**src/hw/sarq_defs.svh**
```systemverilog
// Constants of the successive approximation sequencer.
`ifndef SARQ_DEFS_SVH
`define SARQ_DEFS_SVH
`define SARQ_NBITS 10
`define SARQ_CNT_W 4
`define SARQ_LAST_IDX 4'h0
`define SARQ_MSB_IDX 4'h9
`define SARQ_MSB_TRIAL 10'h200
`define SARQ_START_MIN_NS 30
`define SARQ_CLK_NS 25
`define SARQ_START_MIN_CYC ((`SARQ_START_MIN_NS + `SARQ_CLK_NS - 1) / `SARQ_CLK_NS)
`define SARQ_CODE_BIN 2'h0
`define SARQ_CODE_OFFS 2'h1
`define SARQ_CODE_TWOS 2'h2
`define SARQ_CODE_BCD 2'h3
`endif

```
**src/hw/sarq_pkg.sv**
```systemverilog
// Types of the successive approximation sequencer.
package sarq_pkg;
  typedef enum logic [1:0] {
    SARQ_BIN,
    SARQ_OFFS,
    SARQ_TWOS,
    SARQ_BCD
  } sarq_code_t;
  typedef struct packed {
    logic [9:0] bits;
    logic busy;
    logic serial;
  } sarq_result_t;
endpackage : sarq_pkg

```
**src/hw/sarq_seq.sv**
```systemverilog
// Sequencer logic of the successive approximation converter.
`timescale 1ns/10ps
`include "sarq_defs.svh"
module sarq_seq (
  input wire logic clk,
  input wire logic sys_rst,
  input wire logic start,
  input wire logic cmp_high,
  input wire sarq_pkg::sarq_code_t code_sel,
  output logic busy,
  output logic serial_out,
  output logic [9:0] par_out,
  output logic [9:0] trial_out
);
  import sarq_pkg::*;

  typedef enum logic {SARQ_IDLE, SARQ_CONV} sarq_state_t;

  sarq_state_t state;
  logic [`SARQ_CNT_W-1:0] idx;
  logic [9:0] sar;

  // Codes a result as binary, offset binary, twos complement or two BCD digits.
  function automatic logic [9:0] sarq_code(input logic [9:0] v, input sarq_code_t c);
    logic [9:0] r;
    logic [9:0] n;
    r = v;
    n = (v > 10'h3e7) ? 10'h3e7 : v;
    unique case (c)
      SARQ_BIN: r = v;
      SARQ_OFFS: r = v;
      SARQ_TWOS: r = {~v[9], v[8:0]};
      SARQ_BCD: r = {2'h0, 4'((n / 10'd10) % 10'd10), 4'(n % 10'd10)};
    endcase
    return r;
  endfunction : sarq_code

  // Decides the bit under trial and sets the next trial bit.
  function automatic logic [9:0] sarq_step(input logic [9:0] s,
      input logic [`SARQ_CNT_W-1:0] i, input logic c);
    logic [9:0] r;
    r = s;
    if (c) begin
      r[i] = 1'b0;
    end
    if (i != `SARQ_LAST_IDX) begin
      r[i - 4'h1] = 1'b1;
    end
    return r;
  endfunction : sarq_step

  // Sequencing of a conversion.
  always_ff @(posedge clk or posedge sys_rst) begin
    if (sys_rst) begin
      state <= SARQ_IDLE;
      idx <= `SARQ_MSB_IDX;
      sar <= 10'h000;
      busy <= 1'b0;
    end else begin
      unique case (state)
        SARQ_IDLE: begin
          if (start) begin
            state <= SARQ_CONV;
            busy <= 1'b1;
            idx <= `SARQ_MSB_IDX;
            sar <= `SARQ_MSB_TRIAL;
          end
        end
        SARQ_CONV: begin
          sar <= sarq_step(sar, idx, cmp_high);
          if (idx == `SARQ_LAST_IDX) begin
            state <= SARQ_IDLE;
            busy <= 1'b0;
          end else begin
            idx <= idx - 4'h1;
          end
        end
      endcase
    end
  end

  // Serial and parallel result presentation.
  always_ff @(posedge clk or posedge sys_rst) begin
    if (sys_rst) begin
      serial_out <= 1'b0;
      par_out <= 10'h000;
      trial_out <= 10'h000;
    end else begin
      if (state == SARQ_CONV) begin
        serial_out <= sar[idx] & ~cmp_high;
      end
      if (state == SARQ_CONV && idx == `SARQ_LAST_IDX) begin
        par_out <= sarq_code(sarq_step(sar, idx, cmp_high), code_sel);
      end
      if (state == SARQ_IDLE && start) begin
        trial_out <= `SARQ_MSB_TRIAL;
      end else if (state == SARQ_CONV) begin
        trial_out <= sarq_step(sar, idx, cmp_high);
      end
    end
  end

  int unsigned conv_cnt;
  always_ff @(posedge clk or posedge sys_rst) begin
    if (sys_rst) begin
      conv_cnt <= 0;
    end else begin
      conv_cnt <= busy ? conv_cnt + 1 : 0;
    end
  end

  property p_busy_len;
    @(posedge clk) disable iff (sys_rst) $rose(busy) |-> busy [*8] ##1 busy ##1 busy ##1 !busy;
  endproperty
  a_busy_len: assert property (p_busy_len) else $error("busy length wrong");

  property p_busy_rise;
    @(posedge clk) disable iff (sys_rst) (!busy && start) |=> busy;
  endproperty
  a_busy_rise: assert property (p_busy_rise) else $error("busy not raised");

  property p_msb_trial;
    @(posedge clk) disable iff (sys_rst) $rose(busy) |-> sar == 10'h200;
  endproperty
  a_msb_trial: assert property (p_msb_trial) else $error("msb trial not set");

  property p_msb_clear;
    @(posedge clk) disable iff (sys_rst) ($rose(busy) && cmp_high) |=> !sar[9];
  endproperty
  a_msb_clear: assert property (p_msb_clear) else $error("msb not cleared");

  property p_msb_keep;
    @(posedge clk) disable iff (sys_rst) ($rose(busy) && !cmp_high) |=> sar[9] && sar[8];
  endproperty
  a_msb_keep: assert property (p_msb_keep) else $error("msb not kept");

  property p_serial;
    @(posedge clk) disable iff (sys_rst) $rose(busy) |=> serial_out == sar[9];
  endproperty
  a_serial: assert property (p_serial) else $error("serial bit wrong");

  property p_ignore;
    @(posedge clk) disable iff (sys_rst) (busy && start && idx != 4'h0) |=> busy;
  endproperty
  a_ignore: assert property (p_ignore) else $error("start not ignored");

  property p_count;
    @(posedge clk) disable iff (sys_rst) busy |-> conv_cnt < 10;
  endproperty
  a_count: assert property (p_count) else $error("conversion too long");

  property p_bin;
    @(posedge clk) disable iff (sys_rst)
      (state == SARQ_CONV && idx == 4'h0 && code_sel == SARQ_BIN && !cmp_high)
      |=> par_out == $past(sar);
  endproperty
  a_bin: assert property (p_bin) else $error("binary result wrong");

  property p_trial_dac;
    @(posedge clk) disable iff (sys_rst)
      busy |-> trial_out == sar;
  endproperty
  a_trial_dac: assert property (p_trial_dac) else $error("trial drive lags");

  property p_trial_next;
    @(posedge clk) disable iff (sys_rst)
      (state == SARQ_CONV && idx != `SARQ_LAST_IDX) |=> trial_out[$past(idx) - 4'h1];
  endproperty
  a_trial_next: assert property (p_trial_next) else $error("next trial bit not set");

  property p_idx_step;
    @(posedge clk) disable iff (sys_rst)
      (state == SARQ_CONV && idx != `SARQ_LAST_IDX) |=> idx == $past(idx) - 4'h1;
  endproperty
  a_idx_step: assert property (p_idx_step) else $error("bit order wrong");

  property p_busy_stay;
    @(posedge clk) disable iff (sys_rst)
      (state == SARQ_CONV && idx != `SARQ_LAST_IDX) |=> busy;
  endproperty
  a_busy_stay: assert property (p_busy_stay) else $error("busy dropped early");

  property p_busy_fall;
    @(posedge clk) disable iff (sys_rst)
      (state == SARQ_CONV && idx == `SARQ_LAST_IDX) |=> !busy;
  endproperty
  a_busy_fall: assert property (p_busy_fall) else $error("busy not dropped");

  property p_serial_bit;
    @(posedge clk) disable iff (sys_rst)
      (state == SARQ_CONV) |=> serial_out == sar[$past(idx)];
  endproperty
  a_serial_bit: assert property (p_serial_bit) else $error("serial bit not decided");

  property p_serial_idle;
    @(posedge clk) disable iff (sys_rst)
      !busy |=> $stable(serial_out);
  endproperty
  a_serial_idle: assert property (p_serial_idle) else $error("serial moved when idle");

  property p_par_hold;
    @(posedge clk) disable iff (sys_rst)
      !(state == SARQ_CONV && idx == `SARQ_LAST_IDX) |=> $stable(par_out);
  endproperty
  a_par_hold: assert property (p_par_hold) else $error("result moved early");

  property p_offs;
    @(posedge clk) disable iff (sys_rst)
      ($fell(busy) && code_sel == SARQ_OFFS) |-> par_out == sar;
  endproperty
  a_offs: assert property (p_offs) else $error("offset result wrong");

  property p_twos;
    @(posedge clk) disable iff (sys_rst)
      ($fell(busy) && code_sel == SARQ_TWOS) |-> par_out == {~sar[9], sar[8:0]};
  endproperty
  a_twos: assert property (p_twos) else $error("twos result wrong");

  c_conv: cover property (@(posedge clk) $fell(busy));
  c_clear: cover property (@(posedge clk) $rose(busy) && cmp_high);
  c_ign: cover property (@(posedge clk) busy && start);
  c_back: cover property (@(posedge clk) $fell(busy) ##1 busy);
  c_twos: cover property (@(posedge clk) $fell(busy) && code_sel == SARQ_TWOS);
endmodule : sarq_seq

```
**config.mk**
```make
export PLATFORM = sky130hd
export DESIGN_NAME = sarq_seq
export DESIGN_NICKNAME = d
export VERILOG_FILES = /design/src/hw/sarq_pkg.sv /design/src/hw/sarq_seq.sv
export VERILOG_INCLUDE_DIRS = /design/src /design/src/hw
export SDC_FILE = /design/constraint.sdc
export NUM_CORES = 1
export LEC_CHECK = 0
export BUFFER_PORTS_ARGS = -buffer_cell sky130_fd_sc_hd__buf_4
export CORE_AREA = 8 8 107 109
export CTS_CLUSTER_SIZE = 24
export DETAILED_ROUTE_END_ITERATION = 16
export DIE_AREA = 0 0 115 117
export GPL_ROUTABILITY_DRIVEN = 0
export SLEW_MARGIN = 20
export SYNTH_ARGS = -nofsm -noshare
export SYNTH_HDL_FRONTEND = slang
export SYNTH_SLANG_ARGS = --single-unit
```
**constraint.sdc**
```tcl
create_clock -name clk -period 7.1 [get_ports clk]
set_input_delay 1.065 -clock clk [delete_from_list [all_inputs] [get_ports clk]]
set_output_delay 1.065 -clock clk [all_outputs]
set_load 0.02 [all_outputs]
```
Yosys cells after proc, flatten, opt, wreduce, memory -nomap -nowiden
Index checks and enable logic that the tools add are counted.
- flip-flop bits (word level): 37
- latch bits: 0
- bits in writable memories: 0
- bits in read-only memories: 0
- input port bits: 6
- output and inout port bits: 22
- logic and storage cells: 71
- memories: 0
- add/subtract/negate cells: 1
- $mul: 0
- div/mod/pow operators: 3
- $lt $le $gt $ge: 5
- equality and inequality tests: 6
- shift operators: 0
- mux-type cells: 29
- bitwise gates (word level): 9
- reduce and logical (&&, ||, !) cells: 11
- operators with widths (kind ; number):
    $mux 10 ; 12
    $or 10x10->10 ; 3
    $pmux 10 s3 ; 1
    $mod 10x4->10 const B ; 2
    $pmux 10 s2 ; 1
    $and 10x10->10 ; 1
    $div 10x4->10 const B ; 1
    $gt 10x10->1 const B ; 1
    $lt 4x5->1 const B ; 2
    $not 10->10 ; 1
    $demux 1 s4 ; 2
    $ge 4x1->1 const B ; 2
    $mux 4 ; 2
    $pmux 4 s2 ; 1
    $mux 1 ; 7
    $bmux 1 s4 ; 1
    $eq 2x2->1 const B ; 2
    $logic_and 1x1->1 ; 4
    $logic_not 4->1 ; 1
    $ne 2x2->1 const B ; 2
    $pmux 1 s2 ; 2
    $reduce_and 2->1 ; 2
    $reduce_bool 4->1 ; 1
    $sub 4x1->4 const B ; 1
    other kinds (7) ; 9

Depth between registers and ports, before layout
Gate-level depths: netlist of the first run.
- word-level depth: 16
- depth in mapped cells: 30
- gate-level depth less buffers: 25

Least setup slack after synthesis of the first run
Ideal clock, no wire load.
- path type: register to register
- start: register idx[0]
- end: register par_out[6]
- library setup time: 0.076 ns
- data arrival time: 6.497 ns
- required time: 7.024 ns
- slack: 0.527 ns
- cell stages (with the launch flop): 29
- path buffers: 6
- period minus slack after synthesis: 6.573 ns
- cell sequence: dfstp_2 buf_2 inv_1 ha_1 buf_2 nor2b_2 a32o_1 or2_1 buf_2 buf_2 buf_2 o311ai_0 and3_1 ha_1 o2111ai_1 nor2b_1 and4_1 buf_2 nor2_1 ha_1 or3_1 a221o_1 o211a_1 nor4b_4 a21oi_1 or4b_4 a21oi_2 mux2_1 o21ai_1
- cells in the longest elaborated chain, start to end: 16
- elaborated cells on any way between the ends: 26
- classes of those cells: add/sub: 1; div: 2; order compare: 5; mux: 10; bitwise: 3; reduce/logical: 5
- RTL lines (item ; RTL line ; RTL):
    start: declaration ; sarq_seq.sv:20 ; logic [`SARQ_CNT_W-1:0] idx;
    start signal: assignment ; sarq_seq.sv:56 ; idx <= `SARQ_MSB_IDX;
    start signal: assignment ; sarq_seq.sv:65 ; idx <= `SARQ_MSB_IDX;
    start signal: assignment ; sarq_seq.sv:75 ; idx <= idx - 4'h1;
    branches (longest 16 deep; another with $gt 10x10->1) ; -- ;
    end signal: assignment ; sarq_seq.sv:93 ; par_out <= sarq_code(sarq_step(sar, idx, cmp_high), code_sel);
    end: declaration ; sarq_seq.sv:12 ; output logic [9:0] par_out,
Several ways; the timed one is not identified. The select of a mux whose other input is x is not followed.
A chain may end at the register's enable or synchronous reset.

Final worst setup path of the first run
Ends and elaborated chain as after synthesis.

==> results by stage, run 1 <==
Logic synthesis:
- Dividing the synthesized area by the synthesized cell count gives between 7 and 8 sq um.
- The number of different library cells used by synthesis comes to 90.
- The number of nets produced by synthesis is 570.
- The fraction of the mapped netlist area in compound gates is 0.368.
- The parity-gate share of the synthesized area counting xor and xnor cells is 0.0266.
- The synthesis warning total is 0.
- The share of synthesized area in the top cell type comes to 0.204.
- By count the netlist is led by sky130_fd_sc_hd__nand2_1, sky130_fd_sc_hd__nor2_1, sky130_fd_sc_hd__dfrtp_1, sky130_fd_sc_hd__o21ai_0, sky130_fd_sc_hd__a21oi_1.
- The share of cell area taken by muxes after synthesis is 0.0362.
- The synthesized netlist cell count is 551.
- Of the total synthesized cell area, the portion taken by full adders, half adders and majority gates is 0.0403.
- The share of the Yosys chip area taken by registers is 0.217.
- Ranked by total cell area, the synthesized netlist is headed by sky130_fd_sc_hd__dfrtp_1, sky130_fd_sc_hd__nand2_1, sky130_fd_sc_hd__nor2_1.
- The proportion of register bits with asynchronous set or reset after synthesis is 1.00.
- Among all cell types in the netlist, the one instantiated most often is sky130_fd_sc_hd__nand2_1.
- Counting flops and latches in the post-synthesis netlist gives 37.
- Of the total synthesized cell area, the portion taken by AND, OR, NAND and NOR gates is 0.243.
- The synthesized design contains 0 enable-type register cells.
- sky130_fd_sc_hd__dfrtp_1 takes more of the synthesized area than any other cell.
- The prevailing post-synth register cell is sky130_fd_sc_hd__dfrtp_1.
- By area, the combinational part of the netlist is dominated by compound AO/OA/AOI/OAI gates.
- The post-synth design cell area is 4280 sq um.

Global route:
- The first global-routing pass estimated 22.3 mm of wire.
- The initial antenna violation count is 0.
- The pin count of the biggest net entering global routing is 38.
- The overall routing resource usage is 0.203.
- The total congestion overflow is 0.
- The via count of the first global-routing pass is 4,333.

Routing:
- Summed over all layers, the routed wires come to ~14 mm.
- The DRC marker count from the first detailed-route iteration is slightly below 500.
- The residual DRC count is 0.
- The count of nets left with antenna violations after detail routing is 0.
- Before antenna repair, the detailed router went through 6 iterations.
- After detailed routing, the average wire length per cell comes to 19.3 microns.
- The average vias per placed instance is ~6.5.
- The via count is 4,736.

Worst setup path:
- In this design, the stage delay of the slowest critical-path cell is 580 ps.
- The largest fanout on the critical path is 25.
- STA puts the critical path data required time at 7310 ps.
- The kind of launch point of the worst setup path is a flip-flop.
- The endpoint type of the worst setup path is a flip-flop.
- The start-to-end type of the worst setup path is reg2reg.
- Among all stages on the critical path, the largest delay is contributed by sky130_fd_sc_hd__dfstp_2.
- The largest delay contributor family on the critical path is compound AO/OA/AOI/OAI gates.
- The data arrival time of the worst path is 7010 ps.
- The sum of buffers and inverters on the critical path is 3.

Job:
- The count of max-cap constraint violations is 0.

STA:
- The count of endpoints failing hold in the final timing report was 0.
- The routed design could run at a clock period as short as 6800 ps.
- The share of the cycle needed by the critical path after routing is 0.958.
- For the pin with the worst max-slew slack, the measured transition is between 1000 and 1500 ps.
- The number of setup violations in the final report is 0.
- The headroom to the max-slew limit is 0.279.
- The max-slew violation count is 0.
- Static timing analysis puts the maximum clock frequency at 0.147 GHz.
- In the final timing run, aggregate negative setup slack is 0 ps.
- The post-route clock skew is approximately 13 ps.

CTS:
- Clock tree synthesis inserted a total of 5 buffers.
- TritonCTS built the clock tree.
- Clock tree synthesis found a total of 37 sinks.
- The clock tree synthesis step divided the H-tree into 2 levels.
- At the later pin of the worst-skew pair, clock insertion delay measures 290 ps.
- CTS placed an instance of sky130_fd_sc_hd__clkbuf_8 at the clock tree root.
- After clock tree synthesis, the clock-pin slew on the worst setup and hold paths is 70 ps.
- The clock tree buffer depth is 2.

Cells and area:
- The share of cells above drive strength 1 is 0.237.
- The net count reported at finish is just over 600.
- The repair_antennas step left the layout with diodes totalling 0.
- The number of standard cells in the final layout excluding fillers is 730.
- The synthesis-to-layout area growth is 16.9%.

Status:
- The flow ran to the end, and the final reports show no timing, DRC or antenna violations.

Die:
- The floorplan step defined a die boundary enclosing about 13,000 sq um.
- The die outline width is 115 microns.
- The floorplan has 37 rows.
- Pin placement for this block handled 28 I/O pins.
- The core region is 9910 sq um.
- The die height is 117 microns.
- The initial cell density of the core is 0.432.

Placement:
- The half-perimeter wire length after detailed placement is 10.6 mm.
- The number of buffers added on ports is 27.
- After detailed placement, the design holds a cell count of around 720.

Hold path:
- The worst hold path belongs to the class reg2reg.
==> flip-flops by register name (all words and copies together), names as in the netlist <==
signal,count
par_out,10
sar,10
trial_out,10
idx,4
busy,1
serial_out,1
state,1
==> cell families (layout without fill, tap and decap cells) <==
group	after synthesis	after routing
AO/OA/AOI/OAI	208	208
AND/OR/NAND/NOR	205	205
buffers and inverters	62	105
flip-flops	37	37
adder cells (fa/ha/maj)	14	14
XOR/XNOR	13	13
multiplexers	12	12
==> placed cells by master (no fill, tap or decap), types with 5 or more instances in the layout <==
master,instances
sky130_fd_sc_hd__a211oi_1,5
sky130_fd_sc_hd__a21oi_1,28
sky130_fd_sc_hd__a22o_1,14
sky130_fd_sc_hd__a22oi_1,6
sky130_fd_sc_hd__a31oi_1,13
sky130_fd_sc_hd__a32oi_1,6
sky130_fd_sc_hd__and2_1,7
sky130_fd_sc_hd__buf_4,78
sky130_fd_sc_hd__clkbuf_8,5
sky130_fd_sc_hd__dfrtp_1,34
sky130_fd_sc_hd__ha_1,13
sky130_fd_sc_hd__inv_1,17
sky130_fd_sc_hd__nand2_1,61
sky130_fd_sc_hd__nand2b_1,5
sky130_fd_sc_hd__nand3_1,16
sky130_fd_sc_hd__nand4_1,5
sky130_fd_sc_hd__nor2_1,47
sky130_fd_sc_hd__nor3_1,16
sky130_fd_sc_hd__o211ai_1,11
sky130_fd_sc_hd__o21ai_0,33
sky130_fd_sc_hd__o21ai_1,8
sky130_fd_sc_hd__o22ai_1,8
sky130_fd_sc_hd__or3_1,5
sky130_fd_sc_hd__xnor2_1,13
==> per-stage QoR <==
stage	utilization	hold slack (ps)	worst slack [ps]	cell area, sq um
floorplan	-	464	527	4280
global placement	0.485	465	212	4800
detailed placement	0.485	471	140	4800
CTS	0.496	486	90.9	4910
global route	0.505	513	-19.2	5010
finish	0.505	477	301	5010
==> tightest hold or removal path: stages (launching register included) <==
cell                      delay [ps]
sky130_fd_sc_hd__dfrtp_1         340
sky130_fd_sc_hd__nand2_1          40
sky130_fd_sc_hd__o21ai_0          60
==> final timing paths <==
kind	to	cells after the start	slack [ps]	start
max in group asynchronous	idx[0]	3	5870	sys_rst
min in group asynchronous	sar[4]	3	880	sys_rst
min reg2reg	par_out[2]	2	480	par_out[2]
max reg2reg	par_out[6]	25	300	idx[0]
max	par_out[6]	25	300	idx[0]
min	par_out[2]	2	480	par_out[2]
==> repair_timing <==
action,in CTS,in global routing
hold endpoints to repair,0,0
setup buffers,0,4
gates resized for setup,0,15
hold buffers,0,0
setup endpoints to repair,0,3
==> layer usage <==
metal | track usage | vias up | wire length, microns
li1 | - | 2193 | -
met1 | 0.271 | 2195 | 6000
met2 | 0.325 | 289 | 6190
met3 | 0.0323 | 59 | 1470
met4 | 0.0753 | 0 | 394
met5 | 0 | - | 0
==> cell type report <==
type | count | area (sq um)
Tap cell | 136 | 170
Clock inverter | 2 | 38.8
Inverter | 18 | 67.6
Fill cell | 958 | 4900
Clock buffer | 6 | 72.6
Timing Repair Buffer | 79 | 606
Sequential cell | 37 | 930
Multi-Input combinational cell | 452 | 3120
Power of run 1 is left out: the tool's default activity adds up to more than one toggle a clock period on the data nets, which glitch-free logic cannot reach.
==> inputs of run 2 (changes only) <==
--- a/config.mk
+++ b/config.mk
@@ -6,12 +6,14 @@
 export SDC_FILE = /design/constraint.sdc
 export NUM_CORES = 1
 export LEC_CHECK = 0
+export ABC_AREA = 0
 export BUFFER_PORTS_ARGS = -buffer_cell sky130_fd_sc_hd__buf_4
-export CORE_AREA = 8 8 107 109
+export CORE_AREA = 8 8 98 100
 export CTS_CLUSTER_SIZE = 24
 export DETAILED_ROUTE_END_ITERATION = 16
-export DIE_AREA = 0 0 115 117
+export DIE_AREA = 0 0 106 108
 export GPL_ROUTABILITY_DRIVEN = 0
+export PLACE_DENSITY = 0.72
 export SLEW_MARGIN = 20
 export SYNTH_ARGS = -nofsm -noshare
 export SYNTH_HDL_FRONTEND = slang
==> results by stage, run 2 (synthesized netlist as in run 1, its figures left out) <==
Routing:
- The DRC marker count from the first detailed-route iteration is 658 (+35%).
- The average vias per placed instance is 6.93 (+6.8%).
- The number of detailed-routing iterations run before antenna repair is 5 (-1).
- The residual DRC count is 0 (unchanged).
- The average wire length per cell after detail routing is 19.8 microns (+3.0%).
- The via count is 4,765 (+0.61%).
- The count of nets left with antenna violations after detail routing is 0 (unchanged).
- The detailed-route wire length is 13.6 mm (-2.9%).

Cells and area:
- The area used by sequential logic in the layout is 930 sq um (unchanged).
- The area of the multi-input gates came to 3120 sq um (about the same).
- The most common cell after layout, fill and taps aside is sky130_fd_sc_hd__buf_4.
- Relative to the synthesized area, the layout overhead comes to 14.5%.
- The final-layout fill cell count is 717 (-25%).
- The largest registers in the layout are par_out (10), sar (10), trial_out (10).
- The number of standard cells in the final layout excluding fillers was 688 (-5.8%).
- The number of antenna repair diodes is 0 (unchanged).
- The net count reported at finish is 601 (-1.8%).
- In the layout the commonest cells are sky130_fd_sc_hd__buf_4, sky130_fd_sc_hd__nand2_1, sky130_fd_sc_hd__nor2_1.
- The post-route standard cell area excluding fillers is 4900 sq um (-2.0%).
- The share of cells above drive strength 1 was 0.226 (-0.0110).

CTS:
- The clock root buffer is sky130_fd_sc_hd__clkbuf_8.
- The post-CTS clock slew at the launch and capture registers of the worst setup and hold paths was 80 ps (about the same).
- The clock tree buffer depth is 2 (unchanged).
- The maximum level of the CTS H-tree was 2 (unchanged).
- The total CTS buffers is 5 (unchanged).
- The sink count of the clock tree is 37 (unchanged).
- The count of hold-fix buffers inserted at cts is 0 (unchanged).
- The clock tree from TritonCTS is built.
- The insertion delay to the later sink of the worst-skew pair came to 290 ps (about the same).

STA:
- The max-slew violation count is 0 (unchanged).
- The achievable frequency came to 0.146 GHz (-0.50%).
- The count of endpoints failing hold in the final timing report is 0 (unchanged).
- The post-route clock skew is 7.72 ps (-4.92 ps).
- The hold slack came to 481 ps (+4.11 ps).
- The headroom to the max-slew limit came to 0.552 (+0.273).
- The number of setup violations in the final report is 0 (unchanged).
- The share of the cycle needed by the critical path after routing is 0.962 (+0.00484).
- The clock period minus final worst setup slack is 6830 ps (+34.4 ps).
- The slew at the pin closest to its max-slew limit is 672 ps (-405 ps).

Die:
- The placeable core region is 8050 sq um (-19%).
- The initial cell density of the core is 0.532 (+0.0997).
- The standard-cell row count was 33 (-11%).
- The die outline width is 106 microns (-7.8%).
- The die height was 108 microns (-7.7%).
- The full die area is 11,400 sq um (-15%).
- The number of primary I/O pins is 28 (unchanged).

Worst setup path:
- The startpoint identified for the worst register-to-register timing path is idx[0].
- The reg-to-reg endpoint is par_out[6].
- For this design, the slowest cell found on the critical path is sky130_fd_sc_hd__dfstp_2.
- The endpoint type of the worst setup path is a flip-flop.
- The worst setup path is of the reg2reg kind.
- The kind of launch point of the worst setup path is a flip-flop.
- The register-to-register setup slack is 270 ps (-30 ps).
- The delay contributed by the slowest stage of the critical path was 590 ps (about the same).
- The largest delay contributor family on the critical path is compound AO/OA/AOI/OAI gates.
- The worst reg2reg path depth is 24 (-4.0%).
- The capturing instance or port of the critical path is par_out[6].
- The number of gates on the worst path with buffers counted is 24 (-4.0%).
- The largest fanout on the critical path is 18 (-28%).
- The critical path starts at idx[0].
- The data arrival time of the worst path is 7050 ps (+40 ps).
- The sum of buffers and inverters on the critical path came to 4 (+1).
- The endpoint required time on the critical path is 7320 ps (about the same).
- The dominant cell type by count on the critical path is sky130_fd_sc_hd__o211ai_1.
- The critical path goes through inv_1 > ha_1 > buf_4 > nor3_1 > or2_4 > buf_4 > nand3_1 > a32oi_2 > o211ai_1 > or3_1 > a21oi_1 > o211ai_1 > a31oi_2 > o211ai_1 > o211ai_1 > inv_1 > ha_1 > o21a_1 > o22a_1 > or4_1 > or4b_4 > a21oi_2 > mux2_1 > o21ai_1.

Global route:
- The fraction of met2 tracks used by global routing is 0.359 (+0.0342).
- The total congestion overflow is 0 (unchanged).
- The initial antenna violation count is 0 (unchanged).
- The peak-usage layer in the global routing report is met2.
- The pin count of the biggest net entering global routing came to 38 (unchanged).
- The global routing met1 resource utilization is 0.312 (+0.0416).
- The overall routing resource usage was 0.232 (+0.0287).
- The via count of the first global-routing pass came to 4,349 (+0.37%).
- The met3 usage is 0.0428 (+0.0105).
- The global-route wire length before repair is 22.2 mm (-0.31%).

Job:
- The count of max-cap constraint violations is 0 (unchanged).

Placement:
- The total placed cells including tap cells is 673 (-6.3%).
- The number of buffers added on ports came to 27 (unchanged).
- The half-perimeter wire length after detailed placement is 10.0 mm (-5.7%).
- The placed standard-cell area came to 4660 sq um (-3.0%).

Hold path:
- The path class of the tightest hold or removal check is reg2reg.
- In this run the most critical hold path is launched from trial_out[2].

Status:
- The flow ran to the end, and the final reports show no timing, DRC or antenna violations.
## run 2: cell count changes in the layout (fill, tap and decap cells not counted), sizes merged
cell / delta
clkbuf: -1
clkinv: -1
nor2: +1
bufinv: +1
inv: +1
buf: -12
## run 2: worst min-delay path by stage
| stage | slack (ps) | depth (start not counted) | end |
|---|---|---|---|
| floorplan | 460 | 2 | sar[1] |
| global placement | 460 | 2 | trial_out[2] |
| detailed placement | 470 | 2 | trial_out[2] |
| CTS | 490 | 2 | trial_out[2] |
| global route | 510 | 2 | trial_out[0] |
| finish | 480 | 2 | trial_out[2] |
## run 2: area by class of cell
class                      count  share of cell area
timing repair buffer          67               0.105
multi-input combinational    453               0.637
clock buffer                   5              0.0140
tap                          105              0.0268
clock inverter                 3              0.0140
inverter                      18              0.0138
sequential                    37               0.190
## run 2: timing repair
item / 4_1_cts / 5_1_grt
setup endpoints to repair: 1 / 3
resized for setup: 2 / 15
cloned: 0 / 1
pin swaps: 0 / 3
setup buffers: 0 / 6
## run 2: routing by layer
layer / up-vias / part of all wire
met4: 0 / 0.037
met3: 55 / 0.11
li1: 2179 / -
met5: - / 0
met2: 328 / 0.44
met1: 2203 / 0.41
## run 2: tightest hold or removal path, delay by kind of cell (launching register included)
| kind | cells | cell delay [ps] |
|---|---|---|
| DFF | 1 | 350 |
| and+or+nand+nor | 2 | 100 |
## run 2: stage by stage
step	setup TNS, ps	setup slack (ps)	util
2_1_floorplan	0	527	-
3_3_place_gp	0	186	0.578
3_5_place_dp	0	54.1	0.578
4_1_cts	0	89.4	0.597
5_1_grt	-33.0	-33.0	0.609
6_report	0	267	0.609
Power of run 2 is left out for the same reason.
==> inputs of run 3 (changes only) <==
--- a/config.mk
+++ b/config.mk
@@ -8,12 +8,11 @@
 export LEC_CHECK = 0
 export ABC_AREA = 0
 export BUFFER_PORTS_ARGS = -buffer_cell sky130_fd_sc_hd__buf_4
-export CORE_AREA = 8 8 98 100
+export CORE_AREA = 8 8 120 122
 export CTS_CLUSTER_SIZE = 24
 export DETAILED_ROUTE_END_ITERATION = 16
-export DIE_AREA = 0 0 106 108
+export DIE_AREA = 0 0 128 130
 export GPL_ROUTABILITY_DRIVEN = 0
-export PLACE_DENSITY = 0.72
 export SLEW_MARGIN = 20
 export SYNTH_ARGS = -nofsm -noshare
 export SYNTH_HDL_FRONTEND = slang
==> results by stage, run 3 (synthesized netlist as in run 1, its figures left out) <==
Worst setup path:
- By startpoint and endpoint, the worst setup path is classified as reg2reg.
- The register-to-register setup slack is 300 ps (+40 ps).
- The data arrival time of the worst path is 7000 ps (-50 ps).
- The largest fanout on the critical path is 18 (unchanged).
- The worst setup path is launched from a flip-flop.
- The worst setup path is captured at a flip-flop.
- The endpoint identified for the worst register-to-register timing path is par_out[6].
- The worst reg2reg path depth is 23 (-4.2%).
- The endpoint required time on the critical path is 7300 ps (-20 ps).
- In this run the critical register-to-register path is launched from idx[1].

Die:
- The initial cell density of the core is 0.345 (-0.187).
- The die height is 130 microns (+20%).
- The placeable core region is 12,400 sq um (+54%).
- The standard-cell row count is 41 (+24%).
- The die outline width came to 128 microns (+21%).
- The number of primary I/O pins is 28 (unchanged).
- The full die area is 16,600 sq um (+45%).

Job:
- The count of max-cap constraint violations is 0 (unchanged).

Global route:
- The global routing stage identified its most utilized layer as met2.
- The fraction of met2 tracks used by global routing is 0.276 (-0.0836).
- The total congestion overflow came to 0 (unchanged).
- The met3 usage is 0.0208 (-0.0220).
- The pin count of the biggest net entering global routing is 36 (-5.3%).
- The global-route wire length before repair came to 22.8 mm (+2.7%).
- The initial antenna violation count is 0 (unchanged).
- The overall routing resource usage came to 0.166 (-0.0658).
- The global routing met1 resource utilization is 0.217 (-0.0953).
- The via count of the first global-routing pass is 4,364 (+0.34%).

CTS:
- The maximum level of the CTS H-tree is 2 (unchanged).
- The clock tree buffer depth is 2 (unchanged).
- The count of hold-fix buffers inserted at cts is 0 (unchanged).
- The total CTS buffers is 5 (unchanged).
- The insertion delay to the later sink of the worst-skew pair is 280 ps (about the same).
- The clock root buffer is sky130_fd_sc_hd__clkbuf_16.
- TritonCTS built the clock tree.
- The sink count of the clock tree came to 37 (unchanged).
- The post-CTS clock slew at the launch and capture registers of the worst setup and hold paths is 60 ps (-20 ps).

Cells and area:
- The share of cells above drive strength 1 is 0.218 (-0.00865).
- The library cells used most frequently in the layout, excluding fill and tap cells, are sky130_fd_sc_hd__nand2_1, sky130_fd_sc_hd__buf_4, sky130_fd_sc_hd__nor2_1.
- The final-layout fill cell count was 1,273 (+78%).
- The area of the multi-input gates is 3160 sq um (+1.0%).
- The post-layout utilization of the core is 0.400 (-0.209).
- The net count reported at finish is 592 (-1.5%).
- Leaving out fill and tap cells, the most frequent cell in the layout is sky130_fd_sc_hd__nand2_1.
- The area used by sequential logic in the layout is 928 sq um (-0.13%).
- The largest registers in the layout are par_out (10), sar (10), trial_out (10).
- Compared with the post-synthesis result, the final layout area differs by 16.0%.
- The number of antenna repair diodes came to 0 (unchanged).

Hold path:
- The min-delay analysis places its worst path in the category reg2reg.
- The destination of the worst hold path is trial_out[0].
- The origin of the worst min-delay path is trial_out[0].
- The number of instances on the worst hold path is 2 (unchanged).

Placement:
- The setup slack after placement is 79.0 ps (+24.9 ps).
- The number of buffers added on ports is 27 (unchanged).
- The half-perimeter wire length after detailed placement is 10.5 mm (+4.3%).

STA:
- The clock period minus final worst setup slack is 6800 ps (-36.7 ps).
- The headroom to the max-slew limit came to 0.295 (-0.257).
- The post-layout worst setup margin is 303 ps (+36.7 ps).
- The slew at the pin closest to its max-slew limit is 1050 ps (+382 ps).
- The post-route clock skew is 7.62 ps (-0.100 ps).
- The number of setup violations in the final report is 0 (unchanged).
- The count of endpoints failing hold in the final timing report is 0 (unchanged).
- The max-slew violation count came to 0 (unchanged).
- The share of the cycle needed by the critical path after routing was 0.957 (-0.00517).
- The achievable frequency is 0.147 GHz (+0.54%).

Routing:
- The residual DRC count is 0 (unchanged).
- The count of nets left with antenna violations after detail routing is 0 (unchanged).
- The average vias per placed instance is 6.26 (-9.7%).
- The average wire length per cell after detail routing is 19.1 microns (-3.5%).
- The via count came to 4,667 (-2.1%).
- The number of detailed-routing iterations run before antenna repair is 5 (unchanged).
- The detailed-route wire length is 14.3 mm (+4.7%).
- The DRC marker count from the first detailed-route iteration came to 658 (unchanged).

Status:
- The run finished with clean final reports.
run 3: cell count changes in the layout (fill, tap and decap cells not counted), moves of 2 or more:
cell                        previous run  this run
sky130_fd_sc_hd__a31oi_1              11        13
sky130_fd_sc_hd__clkbuf_8              5         0
sky130_fd_sc_hd__buf_4                66        56
sky130_fd_sc_hd__a31oi_2               4         1
sky130_fd_sc_hd__clkbuf_16             0         5
sky130_fd_sc_hd__clkinv_2              0         2
sky130_fd_sc_hd__bufinv_16             2         0
sky130_fd_sc_hd__nor2_2                4         6
run 3: metal layers:
layer  vias to the layer above  share of wire
met5                         -              0
met4                         0          0.025
met3                        37          0.083
met2                       243           0.47
met1                      2243           0.42
li1                       2144              -
run 3: how the worst max path moves through the flow:
stage	endpoint	start	cells after the start	slack [ps]
after global placement	par_out[6]	cmp_high	23	150
after floorplan	par_out[6]	idx[0]	28	530
after detailed placement	par_out[6]	cmp_high	23	80
after global routing	par_out[6]	idx[1]	23	-20
after CTS	par_out[6]	idx[0]	24	50
final	par_out[6]	idx[1]	23	300
run 3: cell type report:
class,count,share of cell area
multi-input combinational,453,0.635
clock inverter,3,0.00352
tap,172,0.0433
sequential,37,0.187
timing repair buffer,58,0.0926
clock buffer,5,0.0252
inverter,18,0.0136
run 3: repair_timing:
item,CTS,global route
setup endpoints to repair,0,3
gates resized for setup,0,20
setup buffers,0,3
run 3: stage by stage:
stage | instances | area [sq um] | hold WS [ps] | setup TNS, ps
after global placement | 734 | 4710 | 467 | 0
final | 746 | 4970 | 473 | 0
after global routing | 746 | 4970 | 517 | -16.0
after CTS | 742 | 4850 | 479 | 0
after floorplan | 551 | 4280 | 464 | 0
after detailed placement | 734 | 4710 | 465 | 0
run 3: worst max-delay path, stage by stage (launching register included):
cell and delay, ps:
sky130_fd_sc_hd__dfrtp_1 530, sky130_fd_sc_hd__inv_1 190, sky130_fd_sc_hd__ha_1 280, sky130_fd_sc_hd__and2_1 210, sky130_fd_sc_hd__a32o_1 310, sky130_fd_sc_hd__or2_2 440
sky130_fd_sc_hd__or3_1 460, sky130_fd_sc_hd__a21oi_2 240, sky130_fd_sc_hd__a31o_1 260, sky130_fd_sc_hd__nor3_1 70, sky130_fd_sc_hd__o211ai_1 230, sky130_fd_sc_hd__o221a_2 270
sky130_fd_sc_hd__and4_1 240, sky130_fd_sc_hd__nor2_1 80, sky130_fd_sc_hd__ha_1 230, sky130_fd_sc_hd__or3_1 400, sky130_fd_sc_hd__a221o_1 390, sky130_fd_sc_hd__o211a_1 260
sky130_fd_sc_hd__nor4b_4 320, sky130_fd_sc_hd__a21oi_1 90, sky130_fd_sc_hd__or4b_4 580, sky130_fd_sc_hd__a21oi_2 170, sky130_fd_sc_hd__mux2_1 340, sky130_fd_sc_hd__o21ai_1 110
Power of run 3 is left out for the same reason.
